**src/nesbb_cfg.svh**
```systemverilog
// offsets, field positions, command codes and timing counts of the host
`ifndef NESBB_CFG_SVH
`define NESBB_CFG_SVH
// -----------------------------------------------------------------
// register offsets of the host command port
// -----------------------------------------------------------------
`define NESBB_OFF_CTRL 8'h00
`define NESBB_OFF_CMD 8'h04
`define NESBB_OFF_ROW 8'h08
`define NESBB_OFF_COL 8'h0c
`define NESBB_OFF_STAT 8'h10
// control bits
`define NESBB_CTRL_WP 0
`define NESBB_CTRL_SCAN 1
`define NESBB_CTRL_CLR 2
// -----------------------------------------------------------------
// flash command bytes and status byte bits
// -----------------------------------------------------------------
`define NESBB_FC_STATUS 8'h70
`define NESBB_FC_READ 8'h00
`define NESBB_FC_READ2 8'h30
`define NESBB_FC_ERASE 8'h60
`define NESBB_FC_ERASE2 8'hd0
`define NESBB_SB_FAIL 0
`define NESBB_SB_EDC_ERR 1
`define NESBB_SB_EDC_VALID 2
`define NESBB_SB_READY 6
`define NESBB_ERASED 8'hff
// -----------------------------------------------------------------
// page geometry
// -----------------------------------------------------------------
`define NESBB_PAGE_BYTES 12'h840
`define NESBB_MARK_COL 12'h800
`define NESBB_MAIN_WORDS 12'h400
`define NESBB_PAGE_WORDS 12'h420
// -----------------------------------------------------------------
// timing
// -----------------------------------------------------------------
`define NESBB_CLK_MHZ 10
`define NESBB_TWW_NS 100
`define NESBB_TWW_CYC ((`NESBB_TWW_NS * `NESBB_CLK_MHZ + 999) / 1000)
`define NESBB_TWB_CYC 4'h2
`endif

```
**src/nesbb_pkg.sv**
```systemverilog
// types shared by the flash host controller
package nesbb_pkg;
  // pin group driven toward the flash
  typedef struct packed {
    logic cle;
    logic ale;
    logic ce_n;
    logic we_n;
    logic re_n;
    logic oe;
    logic [7:0] io;
  } nesbb_pins_t;
  // operations software may start
  typedef enum logic [1:0] {
    OP_STATUS = 2'h0,
    OP_MARK = 2'h1,
    OP_ERASE = 2'h2
  } nesbb_op_t;
  // sequencer states, gray along cmd-addr-cmd2-wait-read
  typedef enum logic [2:0] {
    ST_IDLE = 3'h0,
    ST_CMD = 3'h1,
    ST_ADDR = 3'h3,
    ST_CMD2 = 3'h2,
    ST_WAIT = 3'h6,
    ST_READ = 3'h7
  } nesbb_state_t;
endpackage

```
**src/nesbb_host.sv**
```systemverilog
// host controller: status decode, marker check and guarded erase
//
// Chosen here: the address-and-strobe port and the address map.
`include "nesbb_cfg.svh"

// Function
// decode fail, detect-error and validity status bits
// decode ready and write-protect status bits; ready only gates detect-error, write-protect is not decoded
// word page has four 264-word sectors
// main sectors to 1023, spare to 1055
// chip select released while flash busy
// no reliance on cross-page sequential read
// byte page load is 2112 cycles
// erased locations read all ones
// marker byte not FFh means bad block
// marker column 2048 checked on chosen pages
// block zero is always valid
// markers read before any erase allowed
// grown bad block reports status failure
// failed program leaves other pages intact
// program or erase failure asks replacement
// replacement flag held until software clears
// write protect blocks program and erase
// detect-error used only when valid and ready
module nesbb_host
(
  input wire logic SYS_CLK,
  input wire logic NRST,
  input wire logic [7:0] ADDR,
  input wire logic [31:0] WDATA,
  input wire logic WR,
  input wire logic RD,
  output logic [31:0] RDATA,
  output logic NAND_CLE,
  output logic NAND_ALE,
  output logic NAND_CE_N,
  output logic NAND_WE_N,
  output logic NAND_RE_N,
  output logic NAND_WP_N,
  output logic NAND_IO_OE,
  output logic [7:0] NAND_IO_OUT,
  input wire logic [7:0] NAND_IO_IN,
  input wire logic NAND_RB
);
  // -----------------------------------------------------------------
  // state
  // -----------------------------------------------------------------
  nesbb_pkg::nesbb_state_t st_reg, st_next; // sequencer state
  nesbb_pkg::nesbb_op_t op_reg, op_next; // running operation
  nesbb_pkg::nesbb_pins_t pins_reg, pins_next; // flash pins
  logic ph_reg, ph_next; // strobe phase, 1 = strobe high
  logic post_reg, post_next; // erase done, status read pending
  logic [7:0] cmd_reg, cmd_next; // command byte in flight
  logic [2:0] idx_reg, idx_next; // address cycle index
  logic [3:0] wait_reg, wait_next; // busy settle count
  logic [23:0] row_reg, row_next; // row address
  logic [11:0] col_reg, col_next; // column address
  logic wp_reg, wp_next; // 1 = writes allowed
  logic [3:0] tww_reg, tww_next; // protect settle count
  logic scan_reg, scan_next; // marker scan finished
  logic [7:0] res_reg, res_next; // last byte read
  logic bad_reg, bad_next; // marker said bad
  logic fail_reg, fail_next; // status fail bit
  logic edc_err_reg, edc_err_next; // trusted detect-error
  logic edc_val_reg, edc_val_next; // detect result valid
  logic repl_reg, repl_next; // block replacement wanted
  logic refused_reg, refused_next; // start refused
  logic [31:0] rdata_reg, rdata_next; // read answer
  // helpers
  logic [7:0] addr_byte; // address byte for idx_reg
  logic [1:0] sector; // word-wide sector of col_reg
  logic spare_sel; // col_reg lies in spare area
  logic col_err; // col_reg beyond the page
  logic wp_ready; // writes enabled and settled
  logic start; // start strobe
  logic refuse; // start must be refused
  logic clr; // sticky flag clear
  nesbb_pkg::nesbb_op_t req_op; // requested operation

  // -----------------------------------------------------------------
  // decode helpers
  // -----------------------------------------------------------------
  // sector of a word column; spare sector index from bits 4:3
  always_comb
  begin
    spare_sel = col_reg >= `NESBB_MAIN_WORDS;
    sector = spare_sel ? col_reg[4:3] : col_reg[9:8];
    col_err = col_reg >= `NESBB_PAGE_BYTES;
    wp_ready = wp_reg && (tww_reg == 4'h0);
    req_op = nesbb_pkg::nesbb_op_t'(WDATA[1:0]);
    start = WR && (ADDR == `NESBB_OFF_CMD);
    clr = WR && (ADDR == `NESBB_OFF_CTRL) && WDATA[`NESBB_CTRL_CLR];
    // erase waits for the scan since erase may wipe the markers
    refuse = (st_reg != nesbb_pkg::ST_IDLE)
      || (req_op == nesbb_pkg::OP_ERASE && (!scan_reg || !wp_ready))
      || (req_op == nesbb_pkg::OP_MARK && col_err)
      || (req_op != nesbb_pkg::OP_STATUS && req_op != nesbb_pkg::OP_MARK
          && req_op != nesbb_pkg::OP_ERASE);
    // column low, column high, then three row bytes
    if (idx_reg == 3'h0)
      addr_byte = col_reg[7:0];
    else if (idx_reg == 3'h1)
      addr_byte = {4'h0, col_reg[11:8]};
    else if (idx_reg == 3'h2)
      addr_byte = row_reg[7:0];
    else if (idx_reg == 3'h3)
      addr_byte = row_reg[15:8];
    else
      addr_byte = row_reg[23:16];
  end

  // -----------------------------------------------------------------
  // next values: registers, sequencer, pins
  // -----------------------------------------------------------------
  always_comb
  begin
    st_next = st_reg;
    op_next = op_reg;
    ph_next = ph_reg;
    post_next = post_reg;
    cmd_next = cmd_reg;
    idx_next = idx_reg;
    wait_next = wait_reg;
    row_next = row_reg;
    col_next = col_reg;
    wp_next = wp_reg;
    scan_next = scan_reg;
    res_next = res_reg;
    bad_next = bad_reg;
    fail_next = fail_reg;
    edc_err_next = edc_err_reg;
    edc_val_next = edc_val_reg;
    repl_next = repl_reg && !clr; // set below wins over clear  R16
    refused_next = refused_reg && !clr;
    tww_next = (tww_reg != 4'h0) ? tww_reg - 4'h1 : 4'h0;
    pins_next = pins_reg;
    pins_next.we_n = 1'b1;
    pins_next.re_n = 1'b1;
    rdata_next = 32'h0;
    // software writes
    if (WR && ADDR == `NESBB_OFF_CTRL)
    begin
      wp_next = WDATA[`NESBB_CTRL_WP];
      scan_next = WDATA[`NESBB_CTRL_SCAN];
      if (WDATA[`NESBB_CTRL_WP] != wp_reg)
        tww_next = 4'(`NESBB_TWW_CYC);
    end
    else if (WR && ADDR == `NESBB_OFF_ROW)
      row_next = WDATA[23:0];
    else if (WR && ADDR == `NESBB_OFF_COL)
      col_next = WDATA[11:0];
    // software reads, answered next cycle
    if (RD && ADDR == `NESBB_OFF_CTRL)
      rdata_next = {29'h0, 1'b0, scan_reg, wp_reg};
    else if (RD && ADDR == `NESBB_OFF_ROW)
      rdata_next = {8'h0, row_reg};
    else if (RD && ADDR == `NESBB_OFF_COL)
      rdata_next = {20'h0, col_reg};
    else if (RD && ADDR == `NESBB_OFF_STAT)
      rdata_next = {12'h0, wp_ready, spare_sel, sector, col_err,
        refused_reg, repl_reg, edc_val_reg, edc_err_reg, fail_reg,
        bad_reg, (st_reg != nesbb_pkg::ST_IDLE), res_reg};
    // refused starts are noted in any state, busy ones included
    if (start && refuse)
      refused_next = 1'b1;
    // sequencer
    case (st_reg)
      nesbb_pkg::ST_IDLE:
      begin
        pins_next = '{cle: 1'b0, ale: 1'b0, ce_n: 1'b1, we_n: 1'b1,
          re_n: 1'b1, oe: 1'b0, io: 8'h00};
        ph_next = 1'b0;
        if (start && !refuse)
        begin
          st_next = nesbb_pkg::ST_CMD;
          op_next = req_op;
          post_next = 1'b0;
          idx_next = (req_op == nesbb_pkg::OP_ERASE) ? 3'h2 : 3'h0;
          if (req_op == nesbb_pkg::OP_STATUS)
            cmd_next = `NESBB_FC_STATUS;
          else if (req_op == nesbb_pkg::OP_MARK)
            cmd_next = `NESBB_FC_READ;
          else
            cmd_next = `NESBB_FC_ERASE;
        end
      end
      nesbb_pkg::ST_CMD, nesbb_pkg::ST_CMD2, nesbb_pkg::ST_ADDR:
      begin
        pins_next.ce_n = 1'b0;
        pins_next.oe = 1'b1;
        pins_next.cle = (st_reg != nesbb_pkg::ST_ADDR);
        pins_next.ale = (st_reg == nesbb_pkg::ST_ADDR);
        if (st_reg == nesbb_pkg::ST_ADDR)
          pins_next.io = addr_byte;
        else if (st_reg == nesbb_pkg::ST_CMD2)
          pins_next.io = (op_reg == nesbb_pkg::OP_MARK)
            ? `NESBB_FC_READ2 : `NESBB_FC_ERASE2;
        else
          pins_next.io = cmd_reg;
        pins_next.we_n = ph_reg; // low phase then high phase
        ph_next = !ph_reg;
        if (ph_reg)
        begin
          if (st_reg == nesbb_pkg::ST_CMD2)
          begin
            st_next = nesbb_pkg::ST_WAIT;
            wait_next = `NESBB_TWB_CYC;
          end
          else if (st_reg == nesbb_pkg::ST_ADDR)
          begin
            idx_next = idx_reg + 3'h1;
            if (idx_reg == 3'h4)
              st_next = nesbb_pkg::ST_CMD2;
          end
          else if (op_reg == nesbb_pkg::OP_STATUS || post_reg)
            st_next = nesbb_pkg::ST_READ;
          else
            st_next = nesbb_pkg::ST_ADDR;
        end
      end
      nesbb_pkg::ST_WAIT:
      begin
        // chip select let go while the flash works
        pins_next.ce_n = 1'b1;
        pins_next.cle = 1'b0;
        pins_next.ale = 1'b0;
        pins_next.oe = 1'b0;
        ph_next = 1'b0;
        if (wait_reg != 4'h0)
          wait_next = wait_reg - 4'h1;
        else if (NAND_RB && op_reg == nesbb_pkg::OP_ERASE)
        begin
          // erase result only shows in the status byte
          st_next = nesbb_pkg::ST_CMD;
          cmd_next = `NESBB_FC_STATUS;
          post_next = 1'b1;
        end
        else if (NAND_RB)
          st_next = nesbb_pkg::ST_READ;
      end
      nesbb_pkg::ST_READ:
      begin
        pins_next.ce_n = 1'b0;
        pins_next.cle = 1'b0;
        pins_next.ale = 1'b0;
        pins_next.oe = 1'b0;
        pins_next.re_n = ph_reg;
        ph_next = !ph_reg;
        if (ph_reg)
        begin
          // one byte only: never walk into the next page
          st_next = nesbb_pkg::ST_IDLE;
          res_next = NAND_IO_IN;
          if (op_reg == nesbb_pkg::OP_MARK)
          begin
            bad_next = NAND_IO_IN != `NESBB_ERASED;
            // marker replaces the status byte, so its detect-error verdict goes; fail and valid bits stay
            edc_err_next = 1'b0;
          end
          else
          begin
            fail_next = NAND_IO_IN[`NESBB_SB_FAIL];
            edc_val_next = NAND_IO_IN[`NESBB_SB_EDC_VALID];
            edc_err_next = NAND_IO_IN[`NESBB_SB_EDC_ERR]
              && NAND_IO_IN[`NESBB_SB_EDC_VALID]
              && NAND_IO_IN[`NESBB_SB_READY];
            if (op_reg == nesbb_pkg::OP_ERASE && NAND_IO_IN[`NESBB_SB_FAIL])
              repl_next = 1'b1;
          end
        end
      end
      default:
        st_next = nesbb_pkg::ST_IDLE;
    endcase
  end

  // -----------------------------------------------------------------
  // registers
  // -----------------------------------------------------------------
  always_ff @(posedge SYS_CLK or negedge NRST)
  begin
    if (!NRST)
    begin
      st_reg <= nesbb_pkg::ST_IDLE;
      op_reg <= nesbb_pkg::OP_STATUS;
      pins_reg <= '{cle: 1'b0, ale: 1'b0, ce_n: 1'b1, we_n: 1'b1,
        re_n: 1'b1, oe: 1'b0, io: 8'h00};
      ph_reg <= 1'b0;
      post_reg <= 1'b0;
      cmd_reg <= 8'h00;
      idx_reg <= 3'h0;
      wait_reg <= 4'h0;
      row_reg <= 24'h0;
      col_reg <= `NESBB_MARK_COL;
      wp_reg <= 1'b0; // protected until software says
      tww_reg <= 4'h0;
      scan_reg <= 1'b0;
      res_reg <= 8'h00;
      bad_reg <= 1'b0;
      fail_reg <= 1'b0;
      edc_err_reg <= 1'b0;
      edc_val_reg <= 1'b0;
      repl_reg <= 1'b0;
      refused_reg <= 1'b0;
      rdata_reg <= 32'h0;
    end
    else
    begin
      st_reg <= st_next;
      op_reg <= op_next;
      pins_reg <= pins_next;
      ph_reg <= ph_next;
      post_reg <= post_next;
      cmd_reg <= cmd_next;
      idx_reg <= idx_next;
      wait_reg <= wait_next;
      row_reg <= row_next;
      col_reg <= col_next;
      wp_reg <= wp_next;
      tww_reg <= tww_next;
      scan_reg <= scan_next;
      res_reg <= res_next;
      bad_reg <= bad_next;
      fail_reg <= fail_next;
      edc_err_reg <= edc_err_next;
      edc_val_reg <= edc_val_next;
      repl_reg <= repl_next;
      refused_reg <= refused_next;
      rdata_reg <= rdata_next;
    end
  end

  // outputs straight from flip-flops
  assign RDATA = rdata_reg;
  assign NAND_CLE = pins_reg.cle;
  assign NAND_ALE = pins_reg.ale;
  assign NAND_CE_N = pins_reg.ce_n;
  assign NAND_WE_N = pins_reg.we_n;
  assign NAND_RE_N = pins_reg.re_n;
  assign NAND_WP_N = wp_reg;
  assign NAND_IO_OE = pins_reg.oe;
  assign NAND_IO_OUT = pins_reg.io;
endmodule // nesbb_host

```
**config.mk**
```make
export PLATFORM = sky130hd
export DESIGN_NAME = nesbb_host
export DESIGN_NICKNAME = d
export VERILOG_FILES = /design/src/nesbb_pkg.sv /design/src/nesbb_host.sv
export VERILOG_INCLUDE_DIRS = /design/src
export SDC_FILE = /design/constraint.sdc
export NUM_CORES = 1
export LEC_CHECK = 0
export ABC_CLOCK_PERIOD_IN_PS = 3200
export BUFFER_PORTS_ARGS = -buffer_cell sky130_fd_sc_hd__buf_4
export CORE_MARGIN = 3
export CORE_UTILIZATION = 50
export CTS_BUF_LIST = sky130_fd_sc_hd__clkbuf_16
export CTS_CLUSTER_SIZE = 16
export DETAILED_ROUTE_END_ITERATION = 8
export PLACE_DENSITY_LB_ADDON = 0.1
export SYNTH_ARGS = -nofsm -noshare
export SYNTH_HDL_FRONTEND = slang
export SYNTH_SLANG_ARGS = --single-unit
```
**constraint.sdc**
```tcl
create_clock -name SYS_CLK -period 3.2 [get_ports SYS_CLK]
set_input_delay 0.64 -clock SYS_CLK [delete_from_list [all_inputs] [get_ports SYS_CLK]]
set_output_delay 0.64 -clock SYS_CLK [all_outputs]
set_load 0.05 [all_outputs]
```
==> flow_metrics.py, run 1 <==
metrics = {
    "outcome": {
        "outcome": "finished clean",
    },
    "yosys": {
        "seq_area_frac_synth_pct": 53.5,
        "synth.cell_area_sq_mm": 0.00515,
        "yosysWarningCount": 0,
        "ys_async_sr_fraction_pct": 100,
        "synth-edff-count": 0,
        "synth_cell_types": 59,
        "synth_seq_cells": 110,
        "synth_ff_type": "dfrtp_1",
        "netlist_instances": 456,
        "syn_area_per_cell_sq_um": 11.3,
    },
    "cts": {
        "cts_tree": "done",
        "ctsHoldBuffers": 0,
        "cts_resized": 0,
        "clkTransAtPathRegs_ps": 70,
        "post_cts_buffers": 0,
        "numCtsBuffers": 9,
        "clock_latency_ps": 340,
        "clk_path_buf_depth": 2,
        "htreeDepth": 3,
        "clockRootBuffer": "clkbuf_16",
        "cts.sinks": 110,
    },
    "routing": {
        "num_vias": 3788,
        "postRouteWirelength_mm": 12.0,
        "dr.first_iter.drc_count": 330,
        "met3_length_um": 666,
        "met1_length_mm": 5.53,
        "drc": 0,
        "firstDrtPassIters": 5,
        "ant_nets": 0,
        "dr_wl_met2_mm": 5.66,
        "wire_per_inst_um": 17.9,
        "top_layer": "met4",
        "viasPerCell": 5.65,
    },
    "timing": {
        "max_slew_margin_pct": 44.3,
        "worst_pin_slew_ps": 834,
        "hold_violations": 0,
        "rsz0062_at_grt": "no",
        "setup_viol": 0,
        "post-route-min-period_ps": 2420,
        "tns_ps": 0,
        "post-route-period-util_pct": 75.6,
        "max_freq_mhz": 413,
        "skew_ps": 7.46,
        "hold-worst-slack_ps": 310,
        "drv_slew": 0,
    },
    "finish": {
        "final-seq-area_sq_mm": 0.00276,
        "drive_gt1_share_pct": 31.0,
        "nFillCells": 838,
        "nets": 593,
        "multi_input_area_sq_mm": 0.00219,
        "n_antenna_cell": 0,
        "area_growth_pct": 19.6,
    },
    "pwr": {
        "pwr-share-clk_pct": 26.0,
        "power_density_mw_per_mm2": 704,
        "p_sw_share_pct": 36.4,
        "power.leakage_nw": 3.05,
        "p_comb_share_pct": 30.4,
        "p_switching_mw": 1.58,
        "power.share.sequential_pct": 43.6,
        "internal-power_mw": 2.76,
        "vdd_drop_max_mv": 0.328,
    },
    "grt": {
        "grt_max_degree": 62,
        "grtUsageTotal_pct": 21.5,
        "grt_pass1_vias": 3654,
        "antenna_found_initial": 0,
        "overflow": 0,
        "grt_pass1_wl_mm": 19.3,
    },
    "critical_path": {
        "required_ps": 3410,
        "worstPathArrival_ps": 2630,
        "path_buf_inv": 1,
        "cp_max_fo": 14,
        "critPathKind": "reg2reg",
        "cpLargestDelayFamily": "compound AO/OA/AOI/OAI gates",
        "critPathLaunchType": "flop",
        "path_cells": "inv_1 -> ha_1 -> mux2i_1 -> a22oi_1 -> a32oi_1 -> o21ai_0",
        "end_kind": "flop",
        "crit_path_top_delay_cell": "ha_1",
        "critical-path-max-stage-delay_ps": 540,
    },
    "placed_design": {
        "routabilityCongestion": 0.955,
        "port_buffers": 83,
        "dp_hpwl_mm": 8.95,
    },
    "job": {
        "maxCapViolations": 0,
    },
    "die": {
        "dieArea_sq_mm": 0.0116,
        "die_h_um": 108,
        "io_pins": 100,
        "die_x_um": 108,
        "coreArea_sq_mm": 0.00991,
        "rows": 36,
        "start_util_pct": 52.0,
    },
    "min_path": {
        "hp-class": "in2async",
    },
}
routing by layer:
metal / GRT usage [%] / vias up
met1: 31.3 / 1851
met2: 34.1 / 135
met5: 0 / -
met3: 3.54 / 10
met4: 4.69 / 0
li1: - / 1792
final timing paths:
| kind | startpoint | end | slack (ps) | cells after the start |
|---|---|---|---|---|
| worst max-delay path | idx_reg[2]$_DFFE_PN0P_ | NAND_IO_OUT[0]$_DFFE_PN0P_ | 780 | 6 |
| min in group SYS_CLK | NAND_IO_IN[7] | bad_reg$_DFFE_PN0P_ | 480 | 2 |
| worst min-delay path | NRST | NAND_ALE$_DFFE_PN0P_ | 310 | 1 |
| max in group asynchronous | NRST | col_reg[11]$_DFFE_PN1P_ | 2120 | 2 |
| worst max register to register | idx_reg[2]$_DFFE_PN0P_ | NAND_IO_OUT[0]$_DFFE_PN0P_ | 780 | 6 |
| worst min register to register | post_reg$_DFFE_PN0P_ | post_reg$_DFFE_PN0P_ | 480 | 2 |
Yosys cell counts, types with 3 or more instances:
library cell  count  area share [%]
and2_1            7            0.85
dfrtp_1         106              51
a32oi_1           4            0.68
and3_1            4            0.49
a222oi_1          9             1.7
nand2b_1          6            0.73
buf_4             9             1.3
mux2_2           50              11
nor3_1            3            0.29
nor2_1           33             2.4
clkbuf_1          6            0.44
a21oi_1          19             1.8
mux2i_1          13             2.5
nand3b_1          6            0.87
nand3_1           5            0.49
ha_1              7             1.7
nor2b_1           6            0.73
a22o_1            4            0.68
dfstp_2           4             2.0
buf_2            11             1.1
a22oi_1           6            0.87
o31ai_1           5            0.73
buf_1             3            0.22
a221oi_1          3            0.51
inv_1            16             1.2
nand2_1          36             2.6
nor3b_1           3            0.44
a31oi_1           3            0.36
o21ai_0          31             3.0
layout make-up:
type / count / share of cell area, %
clock buffers: 9 / 3.65
repair buffers: 90 / 11.2
multi-input cells: 306 / 35.5
well taps: 133 / 2.70
flip-flops and latches: 110 / 44.7
inverters: 16 / 0.974
clock inverters: 7 / 1.28
placed cells by master, fill, tap and decap left out, types with 8 or more instances in the layout:
cell type | Yosys | routed
dfrtp_1 | 106 | 106
buf_4 | 9 | 89
mux2_2 | 50 | 50
nand2_1 | 36 | 36
nor2_1 | 33 | 33
o21ai_0 | 31 | 31
a21oi_1 | 19 | 19
inv_1 | 16 | 17
mux2i_1 | 13 | 13
a222oi_1 | 9 | 9
clkbuf_16 | 0 | 9
conb_1 | 1 | 8
power groups by stage:
stage | sequential [mW] | clock [mW] | combinational (mW)
finish | 1.89 | 1.13 | 1.32
global route | 1.94 | 1.21 | 1.45
CTS | 1.89 | 1.15 | 1.33
detailed placement | 1.92 | 0 | 1.32
global placement | 1.91 | 0 | 1.29
floorplan | 1.96 | 0 | 0.853
through the flow:
step                      cells  utilization [%]  total power, mW  worst slack [ps]  cell area (sq um)
after floorplan             463                -             2.82              1360               5180
after global placement      655             59.2             3.20               792               5860
after detailed placement    655             59.2             3.24               809               5860
after CTS                   671             62.2             4.37               856               6170
after global routing        671             62.2             4.60               617               6170
final                       671             62.2             4.34               781               6170
logic make-up (layout without fill, tap and decap cells):
group	count (synthesis)	count (layout)	synth area share, %
xor+xnor	2	2	0.340
other cells	1	8	0.0728
simple gates	128	128	13.4
flops	110	110	53.5
compound gates	98	98	13.0
fa+ha+maj	7	7	1.70
buf+inv	47	122	4.52
mux	63	63	13.4
Power figures use the tool's default switching activity.
==> inputs of run 2 (changes only) <==
Settings changed: ABC_CLOCK_PERIOD_IN_PS 3200 to 2100.
Clock period 3.2 ns to 2.1 ns, I/O delays scaled along.
==> flow_metrics.py, run 2 (synthesis gave the netlist of run 1 again) <==
metrics = {
    "outcome": {
        "outcome": "finished clean",
    },
    "cts": {
        "clk_path_buf_depth": 2,
        "cts.sinks": 110,
        "clockRootBuffer": "clkbuf_16",
        "cts_tree": "done",
        "clock_latency_ps": 350,
        "htreeDepth": 3,
        "clkTransAtPathRegs_ps": 70,
        "numCtsBuffers": 9,
    },
    "finish": {
        "fin_cells": 685,
        "nFillCells": 843,
        "n_antenna_cell": 0,
        "final_cell_mix": "dfrtp_1, buf_4, mux2_2",
        "drive_gt1_share_pct": 32.8,
        "final_common_cell": "dfrtp_1",
        "final-seq-area_sq_mm": 0.00276,
        "nets": 607,
        "area_growth_pct": 21.9,
        "multi_input_area_sq_mm": 0.00219,
    },
    "die": {
        "coreArea_sq_mm": 0.00991,
        "io_pins": 100,
        "die_h_um": 108,
        "die_x_um": 108,
        "dieArea_sq_mm": 0.0116,
        "rows": 36,
        "start_util_pct": 52.0,
    },
    "timing": {
        "worst_pin_slew_ps": 608,
        "drv_slew": 0,
        "rsz0062_at_grt": "no",
        "max_freq_mhz": 506,
        "tns_ps": 0,
        "skew_ps": 8.07,
        "finalWorstSetupSlack_ps": 125,
        "max_slew_margin_pct": 59.4,
        "setup_viol": 0,
        "post-route-min-period_ps": 1980,
        "post-route-period-util_pct": 94.1,
        "hold_violations": 0,
    },
    "routing": {
        "viasPerCell": 5.70,
        "num_vias": 3903,
        "postRouteWirelength_mm": 12.3,
        "firstDrtPassIters": 5,
        "drc": 0,
        "dr.first_iter.drc_count": 292,
        "wire_per_inst_um": 18.0,
        "ant_nets": 0,
    },
    "grt": {
        "grt_pass1_wl_mm": 20.0,
        "grtUsageTotal_pct": 22.5,
        "grt_max_degree": 111,
        "grt_pass1_vias": 3907,
        "antenna_found_initial": 0,
        "overflow": 0,
    },
    "pwr": {
        "power_density_mw_per_mm2": 1060,
        "vdd_drop_max_mv": 0.625,
        "power.leakage_nw": 3.11,
    },
    "critical_path": {
        "critPathKind": "reg2reg",
        "required_ps": 2320,
        "end_kind": "flop",
        "critPathLaunchType": "flop",
        "worstPathArrival_ps": 2200,
        "cp_max_fo": 6,
    },
    "placed_design": {
        "place_ws_ps": 61.5,
        "place_inst": 669,
        "routabilityCongestion": 0.949,
        "dp_hpwl_mm": 9.06,
        "port_buffers": 83,
    },
    "min_path": {
        "hp-class": "in2async",
    },
    "job": {
        "maxCapViolations": 0,
    },
}
==> run 2: critical path: stages (launching register included) <==
cell and delay, ps:
dfrtp_1 440, nor4_2 430, and4b_1 320, o311ai_2 180, buf_4 210, a221oi_2 210
a31oi_1 70
==> run 2: final timing paths <==
kind                            slack (ps)  cells past startpoint                         end                  startpoint
min in group SYS_CLK                   250                      2         bad_reg$_DFFE_PN0P_               NAND_IO_IN[7]
worst min-delay path                    90                      2        NAND_ALE$_DFFE_PN0P_                        NRST
worst max-delay path                   120                      6      idx_reg[1]$_DFFE_PN0P_        tww_reg[0]$_DFF_PN0_
max in group asynchronous             1520                      2      row_reg[2]$_DFFE_PN0P_                        NRST
worst min register to register         500                      2  NAND_IO_OUT[0]$_DFFE_PN0P_  NAND_IO_OUT[0]$_DFFE_PN0P_
worst max register to register         120                      6      idx_reg[1]$_DFFE_PN0P_        tww_reg[0]$_DFF_PN0_
==> run 2: final cells by class <==
cell class | count | share of cell area [%]
flip-flops and latches | 110 | 43.9
repair buffers | 104 | 13.0
clock buffers | 9 | 3.58
well taps | 133 | 2.65
clock inverters | 7 | 1.04
multi-input cells | 306 | 34.9
inverters | 16 | 0.956
==> run 2: repair_timing <==
action,4_1_cts,5_1_grt
endpoints found under the setup margin,0,8
buffers inserted,0,0
gates resized for setup,0,1
hold buffers,0,0
==> run 2: through the flow <==
stage	instance area [sq um]	utilization (%)	hold WS, ps	total power [mW]
6_report	6280	63.4	85.0	6.65
5_1_grt	6280	63.4	193	7.04
4_1_cts	6280	63.4	173	6.67
3_5_place_dp	5990	60.5	480	5.01
3_3_place_gp	5990	60.5	460	4.94
2_1_floorplan	5180	-	124	4.29
==> run 2: routing by layer <==
layer,global-route usage (%),share of wire (%),up-vias,routed length [um]
met5,0,0,-,0
met2,34.7,46,135,5690
met3,3.18,5.6,17,687
met1,32.1,46,1940,5700
li1,-,-,1811,-
met4,9.11,2.1,0,258
==> run 2: power by group <==
group	total, mW	internal (mW)	switching (mW)
Clock	1.67	0.917	0.758
Sequential	2.79	2.47	0.323
Combinational	2.18	0.870	1.31
